**src/rtl/dapr_pkg.sv**
```systemverilog
// Package with register map, field layout and timing constants for the datapath align/power registers
package dapr_pkg;
    localparam logic [11:0] ADDR_DELAY      = 12'h047;
    localparam logic [11:0] ADDR_ALIGN      = 12'h050;
    localparam logic [11:0] ADDR_KEY_I_LO   = 12'h051;
    localparam logic [11:0] ADDR_KEY_I_HI   = 12'h052;
    localparam logic [11:0] ADDR_KEY_Q_LO   = 12'h053;
    localparam logic [11:0] ADDR_KEY_Q_HI   = 12'h054;
    localparam logic [11:0] ADDR_LIMIT_LO   = 12'h060;
    localparam logic [11:0] ADDR_LIMIT_HI   = 12'h061;
    localparam logic [11:0] ADDR_AVG_CFG    = 12'h062;
    localparam logic [11:0] ADDR_POWER_LO   = 12'h063;
    localparam logic [11:0] ADDR_POWER_HI   = 12'h064;
    localparam logic [11:0] ADDR_IRQ_STATUS = 12'h070;
    localparam logic [11:0] ADDR_IRQ_ENABLE = 12'h071;
    localparam logic [11:0] ADDR_IRQ_CLEAR  = 12'h072;
    localparam int          ADDR_SHIFT      = 2;
    localparam int          BIT_ARM         = 7;
    localparam int          BIT_KEY_HIT     = 5;
    localparam int          BIT_DONE_OK     = 4;
    localparam int          BIT_ERROR       = 3;
    localparam int          BIT_AVG_ON      = 7;
    localparam int          DELAY_LSB       = 1;
    localparam int          POWER_W         = 13;
    localparam int          LEN_MAX         = 10;
    localparam int          LEN_BASE        = 9;
    localparam int          MSB_BITS        = 6;
    localparam int          IRQ_W           = 3;
    localparam int          IRQ_ALIGN_OK    = 0;
    localparam int          IRQ_ALIGN_ERR   = 1;
    localparam int          IRQ_POWER       = 2;
    localparam logic [7:0]  RST_BYTE        = 8'h00;
    localparam logic [1:0]  MODE_OFF        = 2'b00;
    localparam logic [1:0]  MODE_KEY        = 2'b10;
    localparam logic [1:0]  MODE_SYSREF     = 2'b01;
    typedef enum logic [1:0] {DAPR_IDLE, DAPR_ARMED, DAPR_DONE} dapr_align_e;
endpackage

```
**src/rtl/dapr_align.sv**
```systemverilog
// Oscillator phase alignment sequencer
`timescale 1ns/100ps
`default_nettype none
module dapr_align
    import dapr_pkg::*;
(
    input  wire logic        pclk,
    input  wire logic        presetn,
    input  wire logic        ce,
    input  wire logic        arm_rise,
    input  wire logic [1:0]  source_sel,
    input  wire logic [15:0] key_i,
    input  wire logic [15:0] key_q,
    input  wire logic        sample_valid,
    input  wire logic [15:0] sample_i,
    input  wire logic [15:0] sample_q,
    input  wire logic        sysref_edge,
    input  wire logic        rotating,
    output logic             phase_reset,
    output logic             key_hit,
    output logic             done_ok,
    output logic             align_error
);
    dapr_align_e state;
    logic        hit;

    always_comb begin
        hit = 1'b0;
        if (source_sel == MODE_KEY) begin
            hit = sample_valid && sample_i == key_i && sample_q == key_q;
        end else if (source_sel == MODE_SYSREF) begin
            hit = sysref_edge;
        end
    end

    always_ff @(posedge pclk or negedge presetn) begin
        if (!presetn) begin
            state       <= DAPR_IDLE;
            phase_reset <= 1'b0;
            key_hit     <= 1'b0;
            done_ok     <= 1'b0;
            align_error <= 1'b0;
        end else if (ce) begin
            phase_reset <= 1'b0;
            if (arm_rise && source_sel != MODE_OFF) begin
                state       <= DAPR_ARMED;
                key_hit     <= 1'b0;
                done_ok     <= 1'b0;
                align_error <= 1'b0;
            end else begin
                case (state)
                    DAPR_ARMED: begin
                        if (source_sel == MODE_OFF) begin
                            state <= DAPR_IDLE;
                        end else if (hit) begin
                            state       <= DAPR_DONE;
                            phase_reset <= 1'b1;
                            done_ok     <= 1'b1;
                            key_hit     <= source_sel == MODE_KEY;
                            align_error <= rotating;
                        end
                    end
                    default: begin
                    end
                endcase
            end
        end
    end
endmodule
`default_nettype wire

```
**src/rtl/dapr_power.sv**
```systemverilog
// Block average power detector (accumulator cleared after each window) with threshold protection
`timescale 1ns/100ps
`default_nettype none
module dapr_power
    import dapr_pkg::*;
(
    input  wire logic               pclk,
    input  wire logic               presetn,
    input  wire logic               ce,
    input  wire logic               enable,
    input  wire logic [3:0]         length,
    input  wire logic [POWER_W-1:0] limit,
    input  wire logic               sample_valid,
    input  wire logic [15:0]        sample_i,
    input  wire logic [15:0]        sample_q,
    output logic [POWER_W-1:0]      average,
    output logic                    over_limit
);
    logic [20:0]        count;
    logic [32:0]        acc;
    logic [3:0]         len_eff;
    logic [MSB_BITS-1:0] mi;
    logic [MSB_BITS-1:0] mq;
    logic [POWER_W-1:0] sq;
    logic [POWER_W-1:0] next_average;

    function automatic logic [POWER_W-1:0] square(input logic [MSB_BITS-1:0] v);
        logic signed [MSB_BITS-1:0] s;
        logic [MSB_BITS-1:0]        m;
        s = v;
        m = s[MSB_BITS-1] ? MSB_BITS'(-s) : v;
        return POWER_W'(m) * POWER_W'(m);
    endfunction

    assign len_eff = (length > 4'(LEN_MAX)) ? 4'(LEN_MAX) : length;
    assign mi = sample_i[15 -: MSB_BITS];
    assign mq = sample_q[15 -: MSB_BITS];
    assign sq = square(mi) + square(mq);
    assign next_average = POWER_W'((acc + 33'(sq)) >> (LEN_BASE + 32'(len_eff)));

    always_ff @(posedge pclk or negedge presetn) begin
        if (!presetn) begin
            count      <= '0;
            acc        <= '0;
            average    <= '0;
            over_limit <= 1'b0;
        end else if (ce) begin
            if (!enable) begin
                count <= '0;
                acc   <= '0;
            end else if (sample_valid) begin
                if (count == 21'((1 << (LEN_BASE + 32'(len_eff))) - 1)) begin
                    count <= '0;
                    acc   <= '0;
                    if (!over_limit) begin
                        average <= next_average;
                    end
                    if (next_average > limit) begin
                        over_limit <= 1'b1;
                    end
                end else begin
                    count <= count + 21'd1;
                    acc   <= acc + 33'(sq);
                end
            end
        end
    end
endmodule
`default_nettype wire

```
**src/rtl/dapr_regs.sv**
```systemverilog
// APB register bank for coarse delay, phase alignment and power detection
//
// The implementer's own choice: the APB register port.
`timescale 1ns/100ps
`default_nettype none
module dapr_regs
    import dapr_pkg::*;
(
    input  wire logic        pclk,
    input  wire logic        presetn,
    input  wire logic        ce,
    input  wire logic        psel,
    input  wire logic        penable,
    input  wire logic        pwrite,
    input  wire logic [13:0] paddr,
    input  wire logic [31:0] pwdata,
    output logic [31:0]      prdata,
    output logic             pready,
    output logic             pslverr,
    input  wire logic        sample_valid,
    input  wire logic [15:0] sample_i,
    input  wire logic [15:0] sample_q,
    input  wire logic        sysref_edge,
    input  wire logic        rotating,
    output logic [3:0]       q_channel_delay_step,
    output logic             phase_reset,
    output logic             power_over_limit_flag,
    output logic             irq
);
    logic [11:0]        idx;
    logic               wr;
    logic               rd_hit;
    logic               arm;
    logic               arm_d;
    logic [1:0]         phase_align_source_sel;
    logic [15:0]        i_sample_match_key;
    logic [15:0]        q_sample_match_key;
    logic [POWER_W-1:0] power_limit_value;
    logic               power_average_on;
    logic [3:0]         power_average_length;
    logic [POWER_W-1:0] power_average_readback;
    logic               phase_align_key_hit;
    logic               phase_align_done_ok;
    logic               phase_align_error;
    logic [IRQ_W-1:0]   irq_status;
    logic [IRQ_W-1:0]   irq_enable;
    logic [IRQ_W-1:0]   events;
    logic [IRQ_W-1:0]   clr;
    logic               ok_d;
    logic               err_d;
    logic               pwr_d;
    logic [7:0]         rd_byte;

    function automatic logic is_reg(input logic [11:0] a, input logic [11:0] r);
        return a == r;
    endfunction

    assign idx     = paddr[13:ADDR_SHIFT];
    assign wr      = psel && penable && pwrite && ce;
    assign pready  = 1'b1;

    always_comb begin
        rd_byte = 8'h00;
        rd_hit  = 1'b1;
        if (is_reg(idx, ADDR_DELAY)) begin
            rd_byte = {4'h0, q_channel_delay_step[3:1], 1'b0};
        end else if (is_reg(idx, ADDR_ALIGN)) begin
            rd_byte = {arm, 1'b0, phase_align_key_hit, phase_align_done_ok, phase_align_error,
                       1'b0, phase_align_source_sel};
        end else if (is_reg(idx, ADDR_KEY_I_LO)) begin
            rd_byte = i_sample_match_key[7:0];
        end else if (is_reg(idx, ADDR_KEY_I_HI)) begin
            rd_byte = i_sample_match_key[15:8];
        end else if (is_reg(idx, ADDR_KEY_Q_LO)) begin
            rd_byte = q_sample_match_key[7:0];
        end else if (is_reg(idx, ADDR_KEY_Q_HI)) begin
            rd_byte = q_sample_match_key[15:8];
        end else if (is_reg(idx, ADDR_LIMIT_LO)) begin
            rd_byte = power_limit_value[7:0];
        end else if (is_reg(idx, ADDR_LIMIT_HI)) begin
            rd_byte = {3'h0, power_limit_value[12:8]};
        end else if (is_reg(idx, ADDR_AVG_CFG)) begin
            rd_byte = {power_average_on, 3'h0, power_average_length};
        end else if (is_reg(idx, ADDR_POWER_LO)) begin
            rd_byte = power_average_readback[7:0];
        end else if (is_reg(idx, ADDR_POWER_HI)) begin
            rd_byte = {3'h0, power_average_readback[12:8]};
        end else if (is_reg(idx, ADDR_IRQ_STATUS)) begin
            rd_byte = {5'h0, irq_status};
        end else if (is_reg(idx, ADDR_IRQ_ENABLE)) begin
            rd_byte = {5'h0, irq_enable};
        end else if (is_reg(idx, ADDR_IRQ_CLEAR)) begin
            rd_byte = 8'h00;
        end else begin
            rd_hit = 1'b0;
        end
    end

    assign pslverr = psel && penable && !rd_hit;

    always_ff @(posedge pclk or negedge presetn) begin
        if (!presetn) begin
            prdata <= 32'h0000_0000;
        end else if (ce && psel && !penable && !pwrite) begin
            prdata <= {24'h00_0000, rd_byte};
        end
    end

    // Coarse delay: code scales to half-period steps from -4 periods
    always_ff @(posedge pclk or negedge presetn) begin
        if (!presetn) begin
            q_channel_delay_step <= 4'h0;
        end else if (wr && is_reg(idx, ADDR_DELAY)) begin
            q_channel_delay_step <= {1'b0, pwdata[DELAY_LSB +: 3]} << 1;
        end
    end

    always_ff @(posedge pclk or negedge presetn) begin
        if (!presetn) begin
            arm                    <= 1'b0;
            arm_d                  <= 1'b0;
            phase_align_source_sel <= MODE_OFF;
        end else if (ce) begin
            arm_d <= arm;
            if (wr && is_reg(idx, ADDR_ALIGN)) begin
                arm                    <= pwdata[BIT_ARM];
                phase_align_source_sel <= pwdata[1:0];
            end
        end
    end

    always_ff @(posedge pclk or negedge presetn) begin
        if (!presetn) begin
            i_sample_match_key <= {RST_BYTE, RST_BYTE};
            q_sample_match_key <= {RST_BYTE, RST_BYTE};
        end else if (wr) begin
            if (is_reg(idx, ADDR_KEY_I_LO)) begin
                i_sample_match_key[7:0] <= pwdata[7:0];
            end else if (is_reg(idx, ADDR_KEY_I_HI)) begin
                i_sample_match_key[15:8] <= pwdata[7:0];
            end else if (is_reg(idx, ADDR_KEY_Q_LO)) begin
                q_sample_match_key[7:0] <= pwdata[7:0];
            end else if (is_reg(idx, ADDR_KEY_Q_HI)) begin
                q_sample_match_key[15:8] <= pwdata[7:0];
            end
        end
    end

    always_ff @(posedge pclk or negedge presetn) begin
        if (!presetn) begin
            power_limit_value    <= '0;
            power_average_on     <= 1'b0;
            power_average_length <= 4'h0;
        end else if (wr) begin
            if (is_reg(idx, ADDR_LIMIT_LO)) begin
                power_limit_value[7:0] <= pwdata[7:0];
            end else if (is_reg(idx, ADDR_LIMIT_HI)) begin
                power_limit_value[12:8] <= pwdata[4:0];
            end else if (is_reg(idx, ADDR_AVG_CFG)) begin
                power_average_on     <= pwdata[BIT_AVG_ON];
                power_average_length <= pwdata[3:0];
            end
        end
    end

    dapr_align u_align (
        .pclk         (pclk),
        .presetn      (presetn),
        .ce           (ce),
        .arm_rise     (arm && !arm_d),
        .source_sel   (phase_align_source_sel),
        .key_i        (i_sample_match_key),
        .key_q        (q_sample_match_key),
        .sample_valid (sample_valid),
        .sample_i     (sample_i),
        .sample_q     (sample_q),
        .sysref_edge  (sysref_edge),
        .rotating     (rotating),
        .phase_reset  (phase_reset),
        .key_hit      (phase_align_key_hit),
        .done_ok      (phase_align_done_ok),
        .align_error  (phase_align_error)
    );

    dapr_power u_power (
        .pclk         (pclk),
        .presetn      (presetn),
        .ce           (ce),
        .enable       (power_average_on),
        .length       (power_average_length),
        .limit        (power_limit_value),
        .sample_valid (sample_valid),
        .sample_i     (sample_i),
        .sample_q     (sample_q),
        .average      (power_average_readback),
        .over_limit   (power_over_limit_flag)
    );

    // Interrupt events on rising status
    assign events[IRQ_ALIGN_OK]  = phase_align_done_ok && !ok_d;
    assign events[IRQ_ALIGN_ERR] = phase_align_error && !err_d;
    assign events[IRQ_POWER]     = power_over_limit_flag && !pwr_d;
    assign clr = (wr && is_reg(idx, ADDR_IRQ_CLEAR)) ? pwdata[IRQ_W-1:0] : '0;

    always_ff @(posedge pclk or negedge presetn) begin
        if (!presetn) begin
            ok_d       <= 1'b0;
            err_d      <= 1'b0;
            pwr_d      <= 1'b0;
            irq_status <= '0;
            irq_enable <= '0;
        end else if (ce) begin
            ok_d       <= phase_align_done_ok;
            err_d      <= phase_align_error;
            pwr_d      <= power_over_limit_flag;
            irq_status <= (irq_status & ~clr) | events;
            if (wr && is_reg(idx, ADDR_IRQ_ENABLE)) begin
                irq_enable <= pwdata[IRQ_W-1:0];
            end
        end
    end

    assign irq = |(irq_status & irq_enable);
endmodule
`default_nettype wire

```
**config.mk**
```make
export PLATFORM = sky130hd
export DESIGN_NAME = dapr_regs
export DESIGN_NICKNAME = d
export VERILOG_FILES = /design/src/rtl/dapr_pkg.sv /design/src/rtl/dapr_align.sv /design/src/rtl/dapr_power.sv /design/src/rtl/dapr_regs.sv
export SDC_FILE = /design/constraint.sdc
export NUM_CORES = 1
export LEC_CHECK = 0
export BUFFER_PORTS_ARGS = -buffer_cell sky130_fd_sc_hd__buf_2
export CAP_MARGIN = 30
export CORE_ASPECT_RATIO = 0.75
export CORE_MARGIN = 2
export CORE_UTILIZATION = 35
export DETAILED_ROUTE_END_ITERATION = 12
export PLACE_DENSITY = 0.52
export SLEW_MARGIN = 25
export SYNTH_ARGS = -nofsm -noshare
export SYNTH_HDL_FRONTEND = slang
export SYNTH_SLANG_ARGS = --single-unit
```
**constraint.sdc**
```tcl
create_clock -name pclk -period 6.4 [get_ports pclk]
set_input_delay 0.96 -clock pclk [delete_from_list [all_inputs] [get_ports pclk]]
set_output_delay 0.96 -clock pclk [all_outputs]
set_load 0.02 [all_outputs]
```
After elaboration in Yosys (flattened, before gate mapping)
Cells that the tools add are included.
{"block": "op_classes", "muxes": 59, "magnitude_cmp": 2, "mul": 2, "shifts": 2, "eq_ne": 22, "bitwise_logic": 10, "n_addsub": 7, "n_reduce_logical": 45}
{"op": "$eq 12x7->1 const B", "count": 14}
{"op": "$mux 33", "count": 3}
{"op": "$mux 8", "count": 10}
{"op": "$mux 21", "count": 3}
{"op": "$add 33x13->33", "count": 1}
{"op": "$shr 33x32->13", "count": 1}
{"op": "$eq 16x16->1", "count": 2}
{"op": "$mux 1", "count": 32}
{"op": "$shl 1x32->21 const A", "count": 1}
{"op": "$mul 6x6->12", "count": 2}
{"op": "$add 21x1->21 const B", "count": 1}
{"op": "$eq 21x21->1", "count": 1}
{"op": "$sub 21x2->21 const B", "count": 1}
{"op": "$logic_and 1x1->1", "count": 18}
{"op": "$reduce_and 5->1", "count": 3}
{"op": "$add 12x12->13", "count": 1}
{"op": "$gt 13x13->1", "count": 1}
{"op": "$mux 6", "count": 2}
{"op": "$neg 6->6", "count": 2}
{"op": "$reduce_and 4->1", "count": 3}
{"op": "$reduce_and 2->1", "count": 5}
{"op": "$mux 3", "count": 3}
{"op": "$reduce_and 3->1", "count": 3}
{"op": "$mux 2", "count": 4}
{"op": "other kinds (17)", "count": 32}
{"block": "totals", "regBits": 148, "wordCells": 176}

Longest topological paths before layout
{"block": "depth", "word_depth": 17, "depth_mapped": 38}

Cells and area by module
Synthesis repeated with hierarchy kept, for this count alone.
{"block": "hier_totals", "hier_cells": 1489, "area_unflattened_um2": 13254.0}
{"mod": "dapr_power", "cells_each": 982, "area_each_um2": 8066.5, "instances": 1, "seq_area_each_um2": 1676.6}
{"mod": "dapr_regs", "cells_each": 427, "area_each_um2": 4490.6, "instances": 1, "seq_area_each_um2": 1851.8}
{"mod": "dapr_align", "cells_each": 80, "area_each_um2": 696.9, "instances": 1, "seq_area_each_um2": 150.1}

Worst setup path after synthesis
No wires, ideal clock.
{"block": "synth_path", "path_kind": "input-to-reg", "startpoint": "in sample_i[10]", "endpoint": "reg u_power.over_limit", "path_stages": 32, "setup_slack_ns": -2.072, "n_path_buf": 2, "required_time_ns": 6.265, "arrival_ns": 8.336, "path_cell_list": "clkbuf_1 > inv_1 > ha_1 > nand2b_1 > xnor2_1 > inv_1 > nor2_1 > inv_1 > fa_1 > fa_1 > inv_1 > fa_1 > fa_1 > inv_1 > fa_1 > inv_1 > ha_1 > or3_4 > or2_1 > o21ai_2 > buf_6 > a211oi_2 > xnor2_1 > mux4_2 > a222oi_1 > mux2_2 > ha_1 > a21o_1 > a2111oi_0 > o21ai_0 > a221oi_1 > o41ai_1"}
{"block": "synth_between", "elab_chain_len": 8}
{"element": "start: declaration", "line_no": "dapr_regs.sv:21", "text": "input wire logic [15:0] sample_i,"}
{"element": "$neg 6->6", "line_no": "dapr_power.sv:31", "text": "m = s[MSB_BITS-1] ? MSB_BITS'(-s) : v;"}
{"element": "$mux 6 *", "line_no": "dapr_power.sv:31"}
{"element": "$mul 6x6->12 *", "line_no": "dapr_power.sv:32", "text": "return POWER_W'(m) * POWER_W'(m);"}
{"element": "$add 12x12->13 *", "line_no": "dapr_power.sv:38", "text": "assign sq = square(mi) + square(mq);"}
{"element": "$add 33x13->33 *", "line_no": "dapr_power.sv:39", "text": "assign next_average = POWER_W'((acc + 33'(sq)) >> (LEN_BASE + 32'(len_eff)));"}
{"element": "$shr 33x32->13 *", "line_no": "dapr_power.sv:39"}
{"element": "net u_power.next_average[7]", "line_no": "dapr_power.sv:25", "text": "logic [POWER_W-1:0] next_average;"}
{"element": "$gt 13x13->1 *", "line_no": "dapr_power.sv:58", "text": "if (next_average > limit) begin"}
{"element": "$reduce_and 5->1 (no source line) *"}
{"element": "end signal: assignment", "line_no": "dapr_power.sv:46", "text": "over_limit <= 1'b0;"}
{"element": "end signal: assignment", "line_no": "dapr_power.sv:59", "text": "over_limit <= 1'b1;"}
{"element": "end: declaration", "line_no": "dapr_power.sv:17", "text": "output logic over_limit"}
The timed path passes the listed nets; every way through them passes the cells marked *.
A chain may end at the register's enable or synchronous reset.

Worst setup path after layout
{"block": "layout_path", "startpoint": "in sample_i[11]", "endpoint": "reg u_power.over_limit"}
The elaborated chain is that of the path after synthesis.

==> results.md <==
* Clk_skew at roughly 0.013 ns
* Post-synthesis register bit count at 147
* Crit-path slowest cell: fa_2
* Post-synth EDFFs at 0
* Fin crit share at 120%
* Vias in the first global route at 11,300
* Total Wirelength at 41,400 um
* Sequential share of the synthesized area at 29.6%
* Cell Count, Final, Fillers Out at between 2,000 and 2,500
* Clock H-tree levels at 4
* Antenna viol nets, final at 0
* FF-to-FF End: u_power.over_limit
* Via density at ~5.5
* Failing checks: design-rule violations, negative setup slack
* TritonCTS buffer count at 17
* CTS root buf: clkbuf_16
* Compound-gate portion of the synthesized area at 20.3%
* Peak fanout along the critical path at 7
* Hold/Removal Path Class: input port to asynchronous set/reset pin
* NumNets Final at between 1,500 and 2,000
* RSZ-0062 raised after global routing: true
* Clk pin slew, worst setup/hold paths at roughly 0.070 ns
* Power Density at between 400 and 500 nW/um^2
* Adder-cell share of the synthesized area at 12.3%
* Synth Area in Simple Gates at 17.0%
* Worst R2R Start: u_power.acc[7]
* Detail Placement HPWL at 31,200 um
* Worst r2r path cells at 25
* All-Layer GR Usage at between 20% and 30%
* Share of the synthesized area in the top cell type at 29.6%
* Final Setup Violations at 14
* Clk buf depth at 2
* I/O pins at 128
* Total Power at 6440 uW
* First-pass GRT wire length at 65,200 um
* # rows at 59
* Fillers at 3,421
* CTS tree: yes
* CP required at around 6.7 ns
* Post-synth ARST share at between 90% and 100%
* Die Height at 167 um
* Worst slew margin at 31.2%
* Largest family of logic cells by synthesized area: compound AO/OA/AOI/OAI gates
* Max Fclk at 0.130 GHz
* Top post-synthesis cells by area: dfrtp_1, fa_1, mux2_2
* Residual DRC at 1
* Core Util, Final at 45.7%
* Post-Synth XOR/XNOR Area at 5.41%
* Post-layout min period at 7.70 ns
* Mapped cell area at 12,400 um^2
* Leading area contributor after synthesis: dfrtp_1
* Worst path max stage delay at 0.56 ns
* Setup CP Type: input port to flip-flop
* Static Leak at roughly 0.0073 uW
* Layout cells sized above 1 at 30.8%
* Worst-skew pair later-pin latency at about 0.45 ns
* Startpoint types: input port
* Total number of vias at 11,500
* Cells after synthesis at about 1,400
* Area Overhead vs Synth at 28.0%
* VDD IR max at 0.000579 V
* Pre-antenna DRT Iters at 10
* GP Congestion at 0.888
* Final Max Tran Viols at 0
* Setup_tns at -5.53 ns
* Most frequent CP cell: fa_2
* Starting Density at between 30% and 40%
* Max Cap Violations at 0
* Core area at 34,800 um^2
* Multiplexer area fraction after synthesis at between 7 and 8%
* WP data arrival at 8.02 ns
* YS warnings at 0
* Syn Area/Cell at 8.82 um^2
* Placed instance count at 2,039
* Port bufs at 75
* Largest net degree at the start of global routing at 71
* Chip width at 222 um
* First-iteration detailed-routing DRC count at around 900
* Most frequent cells in the layout: buf_4, dfrtp_1, nand2_1, inv_1, nor2_1
* Final WS setup at -1.30 ns
* Slew @ Worst Pin at around 1.0 ns
* Top FF cell, synth: dfrtp_1
* Fin. Hold Viols at 0
* Outcome: finished, violations left
* Total grt overflow at 0
* Clock Sinks at 147
* Post-DR wirelength/cell at 19.7 um
* Placement Setup Slack at -2.10 ns
* Synth unique cells at 100
* R2R setup slack at ~0.050 ns
* # diodes at 0
* Initial antenna violation count at 1
* Worst setup EP type: flip-flop
* Die ar. at roughly 37,000 um^2
* Commonest non-fill, non-tap cell in the layout: buf_4
## worst max-delay path: cells and delay by family
kind / cells / cell delay, ns
AO/OA/AOI/OAI: 8 / 1.43
XOR/XNOR: 1 / 0.17
AND/OR/NAND/NOR: 5 / 1.38
adder cells (fa/ha/maj): 7 / 2.78
buffers and inverters: 6 / 0.54
multiplexers: 2 / 0.75
## synth_stat cells (21+ instances only)
cell,n
dfrtp_1,147
inv_1,121
nand2_1,126
fa_1,43
buf_4,30
nor2_1,80
ha_1,53
buf_2,21
xor2_1,41
a31oi_1,33
mux2_2,62
a21oi_1,67
nor3_1,24
nand3_1,41
clkbuf_1,41
xnor2_1,34
o21ai_0,81
## cells by family after synthesis
| kind of cell | Yosys count |
|---|---|
| AOI/OAI and AO/OA | 372 |
| xor gates and xnor gates | 76 |
| adders and majority gates | 96 |
| buffers and inverters | 222 |
| DFF | 147 |
| muxes | 81 |
| other | 2 |
| and+or+nand+nor | 414 |
## layer usage
layer	track usage (%)	share of wire [%]	up-vias	wire length (um)
li1	-	-	5468	-
met1	33.8	49	5697	20400
met2	32.6	43	329	17700
met3	5.18	7.1	29	2920
met4	3.50	0.91	0	378
met5	0	0	-	0
## state kept, by name (all words and copies together) (netlist names), 3 cells and up
name / flops
u_power.acc: 32
u_power.count: 21
i_sample_match_key: 16
q_sample_match_key: 16
power_limit_value: 13
u_power.average: 13
prdata: 8
power_average_length: 4
irq_enable: 3
irq_status: 3
q_channel_delay_step: 3
## timing repair
| action | CTS | global route |
|---|---|---|
| hold buffers | 0 | 0 |
| pin swaps | 42 | 40 |
| buffers inserted | 22 | 17 |
| setup endpoints to repair | 14 | 16 |
| gates resized for setup | 82 | 52 |
## report_power, final
| part | switching (uW) | internal (uW) |
|---|---|---|
| Combinational | 2180 | 2140 |
| Sequential | 47.2 | 988 |
| Clock | 458 | 627 |
| Total | 2690 | 3760 |
## metrics by stage
step                cell area (um^2)  hold WS [ns]
finish                         15900         0.415
detailed placement             14400         0.449
floorplan                      12800         0.435
CTS                            15600         0.418
global placement               14400         0.440
global route                   15900         0.422
## layout make-up
class | instances | area [um^2] | share of cell area (%)
multi-input combinational | 1071 | 8570 | 53.9
sequential | 147 | 3680 | 23.1
timing repair buffer | 274 | 2000 | 12.6
tap | 457 | 572 | 3.59
inverter | 123 | 467 | 2.93
clock buffer | 17 | 425 | 2.67
clock inverter | 15 | 194 | 1.22
## worst max-delay path by stage
stage / from / end / slack, ns
6_report: sample_i[11] / u_power.over_limit / -1.30
3_5_place_dp: sample_q[10] / u_power.over_limit / -2.10
3_3_place_gp: sample_i[12] / u_power.over_limit / -1.96
4_1_cts: sample_i[11] / u_power.over_limit / -1.28
5_1_grt: sample_i[11] / u_power.over_limit / -1.54
2_1_floorplan: sample_i[10] / u_power.over_limit / -1.41
Note: power is estimated with default switching activity, not from simulation.
